<file path="src/rtl/hdca_pkg.sv">
// package: register map, field layout and types of the halt debug block
package hdca_pkg;

  localparam logic [3:0]  HDCA_OFS_SELECTOR = 4'h0;
  localparam logic [3:0]  HDCA_OFS_DATA     = 4'h4;
  localparam logic [3:0]  HDCA_OFS_EMCR     = 4'h8;
  localparam logic [3:0]  HDCA_OFS_STATUS   = 4'hc;
  localparam logic [3:0]  HDCA_OFS_CONTROL  = 4'h0;

  localparam int          HDCA_SEL_DIR_BIT  = 16;
  localparam int          HDCA_EMCR_WATCH   = 24;
  localparam int          HDCA_EMCR_HFCATCH = 10;
  localparam int          HDCA_EMCR_RSCATCH = 0;
  localparam logic [31:0] HDCA_EMCR_MASK    = 32'h0100_0401;
  localparam logic [31:0] HDCA_EMCR_RESET   = 32'h0000_0000;

  localparam int          HDCA_ST_HALTED    = 0;
  localparam int          HDCA_ST_DONE      = 1;
  localparam int          HDCA_ST_DEBUGEN   = 2;
  localparam int          HDCA_ST_FAULT     = 3;

  localparam logic [4:0]  HDCA_IDX_RESUME   = 5'h0f;
  localparam logic [4:0]  HDCA_IDX_STATUS   = 5'h10;
  localparam logic [4:0]  HDCA_IDX_LAST_GPR = 5'h0c;

  // halt causes
  typedef enum logic [1:0] {
    HDCA_CAUSE_BKPT,
    HDCA_CAUSE_OTHER,
    HDCA_CAUSE_VCATCH
  } hdca_cause_t;

  // access to the core register file
  typedef struct packed {
    logic        req;
    logic        write;
    logic [4:0]  index;
    logic [31:0] wdata;
  } hdca_core_req_t;

  // debug event reported by the core
  typedef struct packed {
    logic        valid;
    logic        is_breakpoint;
    logic [31:0] bkpt_addr;
    logic [31:0] next_addr;
  } hdca_event_t;

endpackage

</file>
<file path="src/rtl/hdca_xfer.sv">
// transfer engine between the data register and the core register file
module hdca_xfer
  import hdca_pkg::*;
(
  input  wire logic         mclk_i,
  input  wire logic         reset_i,
  input  wire logic         start_i,
  input  wire logic         write_i,
  input  wire logic [4:0]   index_i,
  input  wire logic [31:0]  wdata_i,
  input  wire logic         core_ack_i,
  input  wire logic [31:0]  core_rdata_i,
  output hdca_core_req_t    core_req_o,
  output logic              done_o,
  output logic              rvalid_o,
  output logic [31:0]       rdata_o
);

  typedef enum logic [1:0] {ST_IDLE, ST_BUSY, ST_FIN} hdca_xst_t;

  hdca_xst_t      state;
  hdca_xst_t      next_state;
  hdca_core_req_t next_req;
  logic           next_rvalid;
  logic [31:0]    next_rdata;

  always_comb begin
    next_state  = state;
    next_req    = core_req_o;
    next_rvalid = 1'b0;
    next_rdata  = rdata_o;
    unique case (state)
      ST_IDLE: begin
        if (start_i) begin
          next_req.req   = 1'b1;
          next_req.write = write_i;
          next_req.index = index_i;
          // status writes pass every bit, no masking here
          next_req.wdata = wdata_i;
          next_state     = ST_BUSY;
        end
      end
      ST_BUSY: begin
        if (core_ack_i) begin
          next_req.req = 1'b0;
          if (!core_req_o.write) begin
            next_rdata  = core_rdata_i;
            next_rvalid = 1'b1;
          end
          next_state = ST_FIN;
        end
      end
      ST_FIN: begin
        next_state = ST_IDLE;
      end
      default: begin
        next_state = ST_IDLE;
      end
    endcase
  end

  always_ff @(posedge mclk_i) begin
    if (reset_i) begin
      state      <= ST_IDLE;
      core_req_o <= '0;
      rvalid_o   <= 1'b0;
      rdata_o    <= 32'h0000_0000;
    end else begin
      state      <= next_state;
      core_req_o <= next_req;
      rvalid_o   <= next_rvalid;
      rdata_o    <= next_rdata;
    end
  end

  // done only once the core has answered
  assign done_o = (state == ST_IDLE) && !start_i;

endmodule // hdca_xfer

</file>
<file path="src/rtl/hdca_top.sv">
// halting debug core access: selector, data, monitor control, resume address
////////////////////////////////////////////////////////////////////////////////
// How it works
// - breakpoint halt: resume address is the breakpointed instruction
// - other halts: resume address is next unexecuted sequential instruction
// - all earlier instructions retire before debug state is entered
// - resume address bit 0 reads zero, writes ignore it, state bit untouched
// - 32-bit data register holds transfer value, undefined while not ready
// - selector write clears transfer done; done set when move finishes
// - debugger status writes reach every status bit
// - a written resume address is where execution restarts
// - power-on clears all control bits; local reset clears watch enable
// - bit 24 enables watch unit; its reads are undefined while off
// - bit 10 enables halting trap on hard fault
// - bit 0 enables reset vector catch, local reset then halts
// - catch bits ignored while halting debug enable is zero
// - enabled catch halts at handler first instruction, enters debug
// - exception entry sets debug fault status bits
// - vector catch halts before any later instruction executes
// - late or derived exceptions may be taken first, delaying halt
// - selector bit 16 is direction, bits 4:0 register index
// - selector only accepted while in debug state
//
// Strobed register access and the placing of the registers were chosen for this implementation.
module hdca_top
  import hdca_pkg::*;
(
  input  wire logic         mclk_i,
  input  wire logic         reset_i,
  input  wire logic         local_reset_i,
  input  wire logic [3:0]   reg_addr_i,
  input  wire logic [31:0]  reg_wdata_i,
  input  wire logic         reg_write_i,
  input  wire logic         reg_read_i,
  output logic [31:0]       reg_rdata_o,
  input  wire logic         halting_debug_enable_i,
  input  wire logic         retire_empty_i,
  input  hdca_event_t       debug_event_i,
  input  wire logic         hard_fault_entry_i,
  input  wire logic         reset_handler_entry_i,
  input  wire logic [31:0]  handler_addr_i,
  input  wire logic         resume_req_i,
  input  wire logic         core_ack_i,
  input  wire logic [31:0]  core_rdata_i,
  output hdca_core_req_t    core_req_o,
  output logic              halted_o,
  output logic              stop_issue_o,
  output logic              resume_o,
  output logic [31:0]       resume_addr_o,
  output logic              watch_unit_enable_o,
  output logic [4:0]        debug_fault_status_o
);

  ////////////////////////////////////////////////////////////////////////////
  // state

  typedef enum logic [1:0] {DS_RUN, DS_DRAIN, DS_HALT} hdca_dst_t;

  hdca_dst_t    dstate;
  hdca_dst_t    next_dstate;
  logic [31:0]  transfer_temp_value;
  logic [31:0]  next_transfer_temp_value;
  logic [31:0]  exception_monitor_control;
  logic [31:0]  next_emcr;
  logic [31:0]  resume_addr;
  logic [31:0]  next_resume_addr;
  logic         next_halted;
  logic         next_stop;
  logic         next_resume;
  logic [31:0]  next_rdata;
  logic [4:0]   next_dfs;
  logic         pend_reset_catch;
  logic         next_pend_reset_catch;

  logic         sel_wr;
  logic         xfer_done;
  logic         xfer_rvalid;
  logic [31:0]  xfer_rdata;
  logic         catch_hf;
  logic         catch_rs;
  logic         resume_hit;
  logic         take_catch;
  logic         take_event;
  logic         wr_sel;
  logic         wr_data;
  logic         wr_emcr;
  logic         wr_status;
  logic [31:0]  status_word;

  function automatic logic [31:0] hdca_clr_bit0(input logic [31:0] a);
    return {a[31:1], 1'b0};
  endfunction

  // one write decode shared by every register
  function automatic logic hdca_wr_hit(input logic       wr,
                                       input logic [3:0] addr,
                                       input logic [3:0] ofs);
    return wr && (addr == ofs);
  endfunction

  ////////////////////////////////////////////////////////////////////////////
  // decode

  assign wr_sel    = hdca_wr_hit(reg_write_i, reg_addr_i, HDCA_OFS_SELECTOR);
  assign wr_data   = hdca_wr_hit(reg_write_i, reg_addr_i, HDCA_OFS_DATA);
  assign wr_emcr   = hdca_wr_hit(reg_write_i, reg_addr_i, HDCA_OFS_EMCR);
  assign wr_status = hdca_wr_hit(reg_write_i, reg_addr_i, HDCA_OFS_STATUS);

  // selector writes outside debug state are dropped
  assign sel_wr = wr_sel && halted_o;

  // catch bits count only with halting debug enabled
  assign catch_hf = halting_debug_enable_i
                    && exception_monitor_control[HDCA_EMCR_HFCATCH]
                    && hard_fault_entry_i;
  assign catch_rs = halting_debug_enable_i
                    && pend_reset_catch
                    && reset_handler_entry_i;

  assign resume_hit = sel_wr && reg_wdata_i[HDCA_SEL_DIR_BIT]
                      && (reg_wdata_i[4:0] == HDCA_IDX_RESUME);

  hdca_xfer u_xfer (
    .mclk_i       (mclk_i),
    .reset_i      (reset_i),
    .start_i      (sel_wr),
    .write_i      (reg_wdata_i[HDCA_SEL_DIR_BIT]),
    .index_i      (reg_wdata_i[4:0]),
    .wdata_i      (transfer_temp_value),
    .core_ack_i   (core_ack_i),
    .core_rdata_i (core_rdata_i),
    .core_req_o   (core_req_o),
    .done_o       (xfer_done),
    .rvalid_o     (xfer_rvalid),
    .rdata_o      (xfer_rdata)
  );

  ////////////////////////////////////////////////////////////////////////////
  // halt decisions

  // a vector catch outranks a debug event seen in the same cycle
  assign take_catch = (dstate == DS_RUN) && (catch_hf || catch_rs);
  assign take_event = (dstate == DS_RUN) && !(catch_hf || catch_rs)
                      && debug_event_i.valid && halting_debug_enable_i;

  ////////////////////////////////////////////////////////////////////////////
  // data register

  always_comb begin
    next_transfer_temp_value = transfer_temp_value;
    if (wr_data) begin
      next_transfer_temp_value = reg_wdata_i;
    end
    if (xfer_rvalid) begin
      // resume address reads back with bit 0 clear
      next_transfer_temp_value = (core_req_o.index == HDCA_IDX_RESUME)
                                 ? resume_addr : xfer_rdata;
    end
  end

  // undefined phases keep the last value, no extra clearing logic
  always_ff @(posedge mclk_i) begin
    if (reset_i) begin
      transfer_temp_value <= 32'h0000_0000;
    end else begin
      transfer_temp_value <= next_transfer_temp_value;
    end
  end

  ////////////////////////////////////////////////////////////////////////////
  // monitor control

  always_comb begin
    next_emcr             = exception_monitor_control;
    next_pend_reset_catch = pend_reset_catch;
    if (wr_emcr) begin
      next_emcr = reg_wdata_i & HDCA_EMCR_MASK;
    end
    if (local_reset_i) begin
      next_emcr[HDCA_EMCR_WATCH] = 1'b0;
      // reset catch is armed when the local reset arrives
      next_pend_reset_catch =
        exception_monitor_control[HDCA_EMCR_RSCATCH];
    end else if (reset_handler_entry_i) begin
      next_pend_reset_catch = 1'b0;
    end
  end

  always_ff @(posedge mclk_i) begin
    if (reset_i) begin
      exception_monitor_control <= HDCA_EMCR_RESET;
      pend_reset_catch          <= 1'b0;
    end else begin
      exception_monitor_control <= next_emcr;
      pend_reset_catch          <= next_pend_reset_catch;
    end
  end

  ////////////////////////////////////////////////////////////////////////////
  // resume address

  always_comb begin
    next_resume_addr = resume_addr;
    if (take_catch) begin
      // halt on the handler first instruction
      next_resume_addr = hdca_clr_bit0(handler_addr_i);
    end else if (take_event) begin
      next_resume_addr = hdca_clr_bit0(debug_event_i.is_breakpoint
                         ? debug_event_i.bkpt_addr
                         : debug_event_i.next_addr);
    end else if (resume_hit) begin
      // written resume address kept halfword-clean (bit 0 cleared), state bit never touched
      next_resume_addr = hdca_clr_bit0(transfer_temp_value);
    end
  end

  always_ff @(posedge mclk_i) begin
    if (reset_i) begin
      resume_addr <= 32'h0000_0000;
    end else begin
      resume_addr <= next_resume_addr;
    end
  end

  ////////////////////////////////////////////////////////////////////////////
  // fault status

  always_comb begin
    next_dfs = debug_fault_status_o;
    // write one to clear comes first so that a new event below wins
    if (wr_status) begin
      next_dfs = debug_fault_status_o & ~reg_wdata_i[8:4];
    end
    if (take_catch) begin
      next_dfs[4] = 1'b1;
    end else if (take_event) begin
      next_dfs[debug_event_i.is_breakpoint ? 1 : 2] = 1'b1;
    end
  end

  always_ff @(posedge mclk_i) begin
    if (reset_i) begin
      debug_fault_status_o <= 5'h00;
    end else begin
      debug_fault_status_o <= next_dfs;
    end
  end

  ////////////////////////////////////////////////////////////////////////////
  // halt sequencer

  always_comb begin
    next_dstate = dstate;
    next_halted = halted_o;
    next_stop   = stop_issue_o;
    next_resume = 1'b0;
    unique case (dstate)
      DS_RUN: begin
        // nothing further issues once a halt is decided
        if (take_catch || take_event) begin
          next_stop   = 1'b1;
          next_dstate = DS_DRAIN;
        end
        // a late or derived exception simply reaches entry later
        // and the catch above waits for it
      end
      DS_DRAIN: begin
        if (retire_empty_i) begin
          next_halted = 1'b1;
          next_dstate = DS_HALT;
        end
      end
      DS_HALT: begin
        // a transfer in flight finishes before the core runs again
        if (resume_req_i && xfer_done) begin
          next_halted = 1'b0;
          next_stop   = 1'b0;
          next_resume = 1'b1;
          next_dstate = DS_RUN;
        end
      end
      default: begin
        next_dstate = DS_RUN;
      end
    endcase
  end

  always_ff @(posedge mclk_i) begin
    if (reset_i) begin
      dstate       <= DS_RUN;
      halted_o     <= 1'b0;
      stop_issue_o <= 1'b0;
      resume_o     <= 1'b0;
    end else begin
      dstate       <= next_dstate;
      halted_o     <= next_halted;
      stop_issue_o <= next_stop;
      resume_o     <= next_resume;
    end
  end

  ////////////////////////////////////////////////////////////////////////////
  // read port

  // status: fault bits, halting enable, transfer done, halted
  assign status_word = {23'h000000, debug_fault_status_o, 1'b0,
                        halting_debug_enable_i, xfer_done, halted_o};

  always_comb begin
    next_rdata = 32'h0000_0000;
    if (reg_read_i) begin
      unique case (reg_addr_i)
        HDCA_OFS_DATA: begin
          next_rdata = transfer_temp_value;
        end
        HDCA_OFS_EMCR: begin
          next_rdata = exception_monitor_control;
        end
        HDCA_OFS_STATUS: begin
          next_rdata = status_word;
        end
        default: begin
          next_rdata = 32'h0000_0000;
        end
      endcase
    end
  end

  // read data stand one cycle only and are zero otherwise
  always_ff @(posedge mclk_i) begin
    if (reset_i) begin
      reg_rdata_o <= 32'h0000_0000;
    end else begin
      reg_rdata_o <= next_rdata;
    end
  end

  // resume address and watch enable straight from their flops
  assign resume_addr_o       = resume_addr;
  assign watch_unit_enable_o = exception_monitor_control[HDCA_EMCR_WATCH];

endmodule // hdca_top

</file>
<file path="config.mk">
export PLATFORM = sky130hd
export DESIGN_NAME = hdca_top
export DESIGN_NICKNAME = d
export VERILOG_FILES = /design/src/rtl/hdca_pkg.sv /design/src/rtl/hdca_xfer.sv /design/src/rtl/hdca_top.sv
export SDC_FILE = /design/constraint.sdc
export NUM_CORES = 1
export LEC_CHECK = 0
export BUFFER_PORTS_ARGS = -buffer_cell sky130_fd_sc_hd__buf_2
export CORE_MARGIN = 2
export CORE_UTILIZATION = 47
export CTS_BUF_LIST = sky130_fd_sc_hd__clkbuf_16
export CTS_CLUSTER_SIZE = 8
export DETAILED_ROUTE_END_ITERATION = 12
export HOLD_SLACK_MARGIN = 0.06
export PLACE_DENSITY = 0.75
export SKIP_LAST_GASP = 1
export SYNTH_ARGS = -nofsm -noshare
export SYNTH_HDL_FRONTEND = slang
export SYNTH_SLANG_ARGS = --single-unit
</file>
<file path="constraint.sdc">
create_clock -name mclk_i -period 2.13 [get_ports mclk_i]
set_clock_uncertainty 0.2 [all_clocks]
set_input_delay 0.3195 -clock mclk_i [delete_from_list [all_inputs] [get_ports mclk_i]]
set_output_delay 0.3195 -clock mclk_i [all_outputs]
set_load 0.1 [all_outputs]
</file>
==> run summary <==
Status -> finished, final reports clean
Max Slew Vio Count -> 0
Signal arrival time at the worst endpoint -> 2110 ps
Rows -> 47
Post-Synth XOR/XNOR Area -> 0
Post-synth ARST share -> 0
Synth Flop Type -> dfxtp_1
Internal power -> 5.534 mW
Post-synth top area share -> 0.4553
Layout Nets -> 1453
Slowest cell on crit path -> dlygate4sd3_1
# Post-CTS Setup Buffers -> 0
Syn_area_per_cell -> 8.434 µm²
Clk_lat worst skew -> 420 ps
Library cells used by synthesis -> 49
Die X -> 134.8 µm
Clock slew at reported path FFs -> 80 ps
Synth Area in Compound Gates -> 0.2300
Top delay family on crit path -> buffers and inverters
TritonCTS Buffers -> 17
Setup violations, final -> 0
DP Cell Count -> 1414
# Max-Cap Violations -> 0
Max Buffers Root-to-Sink -> 2
Synthesis Warnings -> 0
CTS root buffer -> clkbuf_16
CTS Sinks -> 183
Post-synth net total -> 1131
1st-iter DRT viols -> 688
VDD IR max -> 0.5340 mV
Synth Area in Adders -> 0
Clk pwr share -> 0.395
Antenna-violating nets left -> 0
Post-synth EDFFs -> 0
Final WL -> 27550 µm
Die area -> 18180 µm²
Worst path required time -> 2210 ps
Synth area leader -> dfxtp_1
Switching portion of total power -> 0.2879
Filler Cell Count -> 1379
Post-Place Setup Slack -> 150.3 ps
CTS tree -> built
Relative slew slack -> 0.5738
CP max stage delay -> 540 ps
Comb pwr share -> 0.148
GRT Resource Usage Total -> 0.2980
PD cells -> 702.4 nW/µm²
Io pins -> 289
Ant diodes -> 0
Cells after synthesis -> 954
Tcrit/Tclk final -> 0.9566
Fmax -> 0.4908 GHz
DR DRC count -> 0
Simple-gate share of the synthesized area -> 0.2149
Initial antenna violation count -> 0
CP cell instances -> dlygate4sd3_1 > buf_2 > a22o_2 > buf_12 > and2_1 > o21ai_0 > a311oi_1
Largest net degree at the start of global routing -> 116
Worst Setup Start Kind -> input port
Die Ht -> 134.8 µm
1st-pass router iterations -> 5
PnR worst setup slack -> 92.48 ps
Crit-path max FO -> 36
Initial core utilization -> 0.4835
Cell Count, Final, Fillers Out -> 1509
Crit Path Category -> in -> reg
Number of port buffers -> 284
Period minus WS final -> 2038 ps
Share of total power in sequential cells -> 0.456
Crit. End Element -> flip-flop
Largest family of logic cells by synthesized area -> compound AO/OA/AOI/OAI gates
Final hold slack -> 75.27 ps
First-pass GRT wire length -> 42250 µm
Vias in the first global route -> 8162
Post-synthesis sequential area ratio -> 0.4553
RSZ-0062 raised after global routing -> no
Mapped cell area -> 8046 µm²
Via count -> 8429
Met1 Wirelength -> 11800 µm
Placer Congestion -> 0.9135
Depth of the CTS H-tree -> 4
Mux cell area share after synthesis -> 0.04369
Worst slew pin tran -> 639.3 ps
Vias per cell -> 5.586
Share of layout cells above drive strength 1 -> 0.3142
DR WL/cell -> 18.26 µm
WP buf/inv -> 3
Synth Register Bits -> 183
Remaining Overflow, GRT -> 0
Final hold vios -> 0
Routed wire length on met2 -> 13000 µm
HPWL Detailed -> 19060 µm
Core ar. -> 16640 µm²
Top Metal Used -> met4
Setup TNS -> 0 ps
Met3 WL -> 2059 µm
Net Switching -> 2.237 mW
Worst min path class -> in -> reg
Leak -> 4.479 nW
Synth top area cells -> dfxtp_1, nand2_1, a311oi_1, a21oi_1, mux2i_1
Syn-to-layout area delta -> 37.51%
per-layer routing:
layer	GRT usage	vias to the layer above
li1	-	4036
met1	0.3923	3946
met2	0.4924	396
met3	0.04992	51
met4	0.1105	0
met5	0	-
registers in the layout (all words and copies together), names as in the netlist, named ones only:
signal                     cells
debug_fault_status_o           3
resume_addr_o                 31
pend_reset_catch               1
u_xfer.core_req_o             39
u_xfer.rvalid_o                1
resume_o                       1
u_xfer.state                   2
stop_issue_o                   1
halted_o                       1
transfer_temp_value           32
reg_rdata_o                   32
exception_monitor_control      3
u_xfer.rdata_o                32
dstate                         2
worst paths after layout:
kind | startpoint | to | slack (ps) | cells after the start
max reg2reg | exception_monitor_control[10]$_SDFFE_PP0P_ | resume_addr_o[2]$_SDFFE_PP0P_ | 280 | 5
max | reset_handler_entry_i | resume_addr_o[2]$_SDFFE_PP0P_ | 90 | 7
min | reg_wdata_i[17] | transfer_temp_value[17]$_SDFFE_PP0P_ | 80 | 3
min reg2reg | flip-flop | flip-flop | 250 | 2
worst reg2reg max path: stages (launching register included):
cell and delay, ps:
dfxtp_1 340, a22o_2 300, buf_12 180, and2_1 190
o21ai_0 350, a311oi_1 150
area by class of cell:
type                    instances  area [µm²]  share of cell area
flip-flops and latches        183        3672              0.3319
multi-input cells             677        3998              0.3613
repair buffers                391        2526              0.2283
clock buffers                  17       425.4             0.03845
well taps                     220       275.3             0.02488
inverters                       6       22.52            0.002036
clock inverters                15       145.1             0.01312
power by group through the flow:
stage | Clock (mW) | Combinational, mW | Sequential, mW
floorplan | 0 | 0.350 | 3.95
global placement | 0 | 1.04 | 3.62
detailed placement | 0 | 1.05 | 3.62
CTS | 3.10 | 1.14 | 3.54
global route | 3.24 | 1.22 | 3.55
finish | 3.07 | 1.15 | 3.55
kinds of logic (layout without fill, tap and decap cells):
logic type | after synthesis | after routing
buffers and inverters | 94 | 429
other | 1 | 1
muxes | 35 | 35
DFF | 183 | 183
and+or+nand+nor | 382 | 382
AOI/OAI and AO/OA | 259 | 259
synthesized netlist by cell type (all sizes together), types with 3 or more instances:
| cell type | instances |
|---|---|
| a21oi | 78 |
| dfxtp | 183 |
| nor3 | 40 |
| a22oi | 11 |
| a211oi | 31 |
| nand2 | 238 |
| and2 | 53 |
| o22ai | 31 |
| nor2 | 24 |
| inv | 6 |
| clkbuf | 51 |
| buf | 37 |
| mux2i | 34 |
| o21ai | 34 |
| a311oi | 65 |
| nor3b | 3 |
| nand3 | 6 |
per-stage QoR:
step / utilization / cell area, µm² / power [mW]
after detailed placement: 0.5919 / 9851 / 4.673
after CTS: 0.6641 / 11050 / 7.792
after global routing: 0.6648 / 11060 / 8.005
after floorplan: - / 8054 / 4.304
final: 0.6648 / 11060 / 7.771
after global placement: 0.5919 / 9851 / 4.661
what timing repair did:
item,CTS,global route
endpoints found under the hold margin,67,0
gates resized for setup,0,3
setup endpoints to repair,0,23
hold buffers,63,0
layout by cell type (no fill, tap or decap), types with 3 or more instances in the layout:
cell and instances:
o22ai_1 31, a311oi_1 45, a311oi_2 20, dlygate4sd3_1 63, inv_1 7, and2_1 53
a22oi_1 11, dfxtp_1 176, nand3_1 5, a21oi_1 78, clkbuf_16 17, nor3_1 39
dfxtp_2 7, o21ai_0 33, buf_4 33, a211oi_1 31, buf_2 283, nor2_1 22
buf_12 11, mux2i_1 34, clkinvlp_4 3, inv_6 5, nand2_1 238
Note: power is estimated with default switching activity, not from simulation.
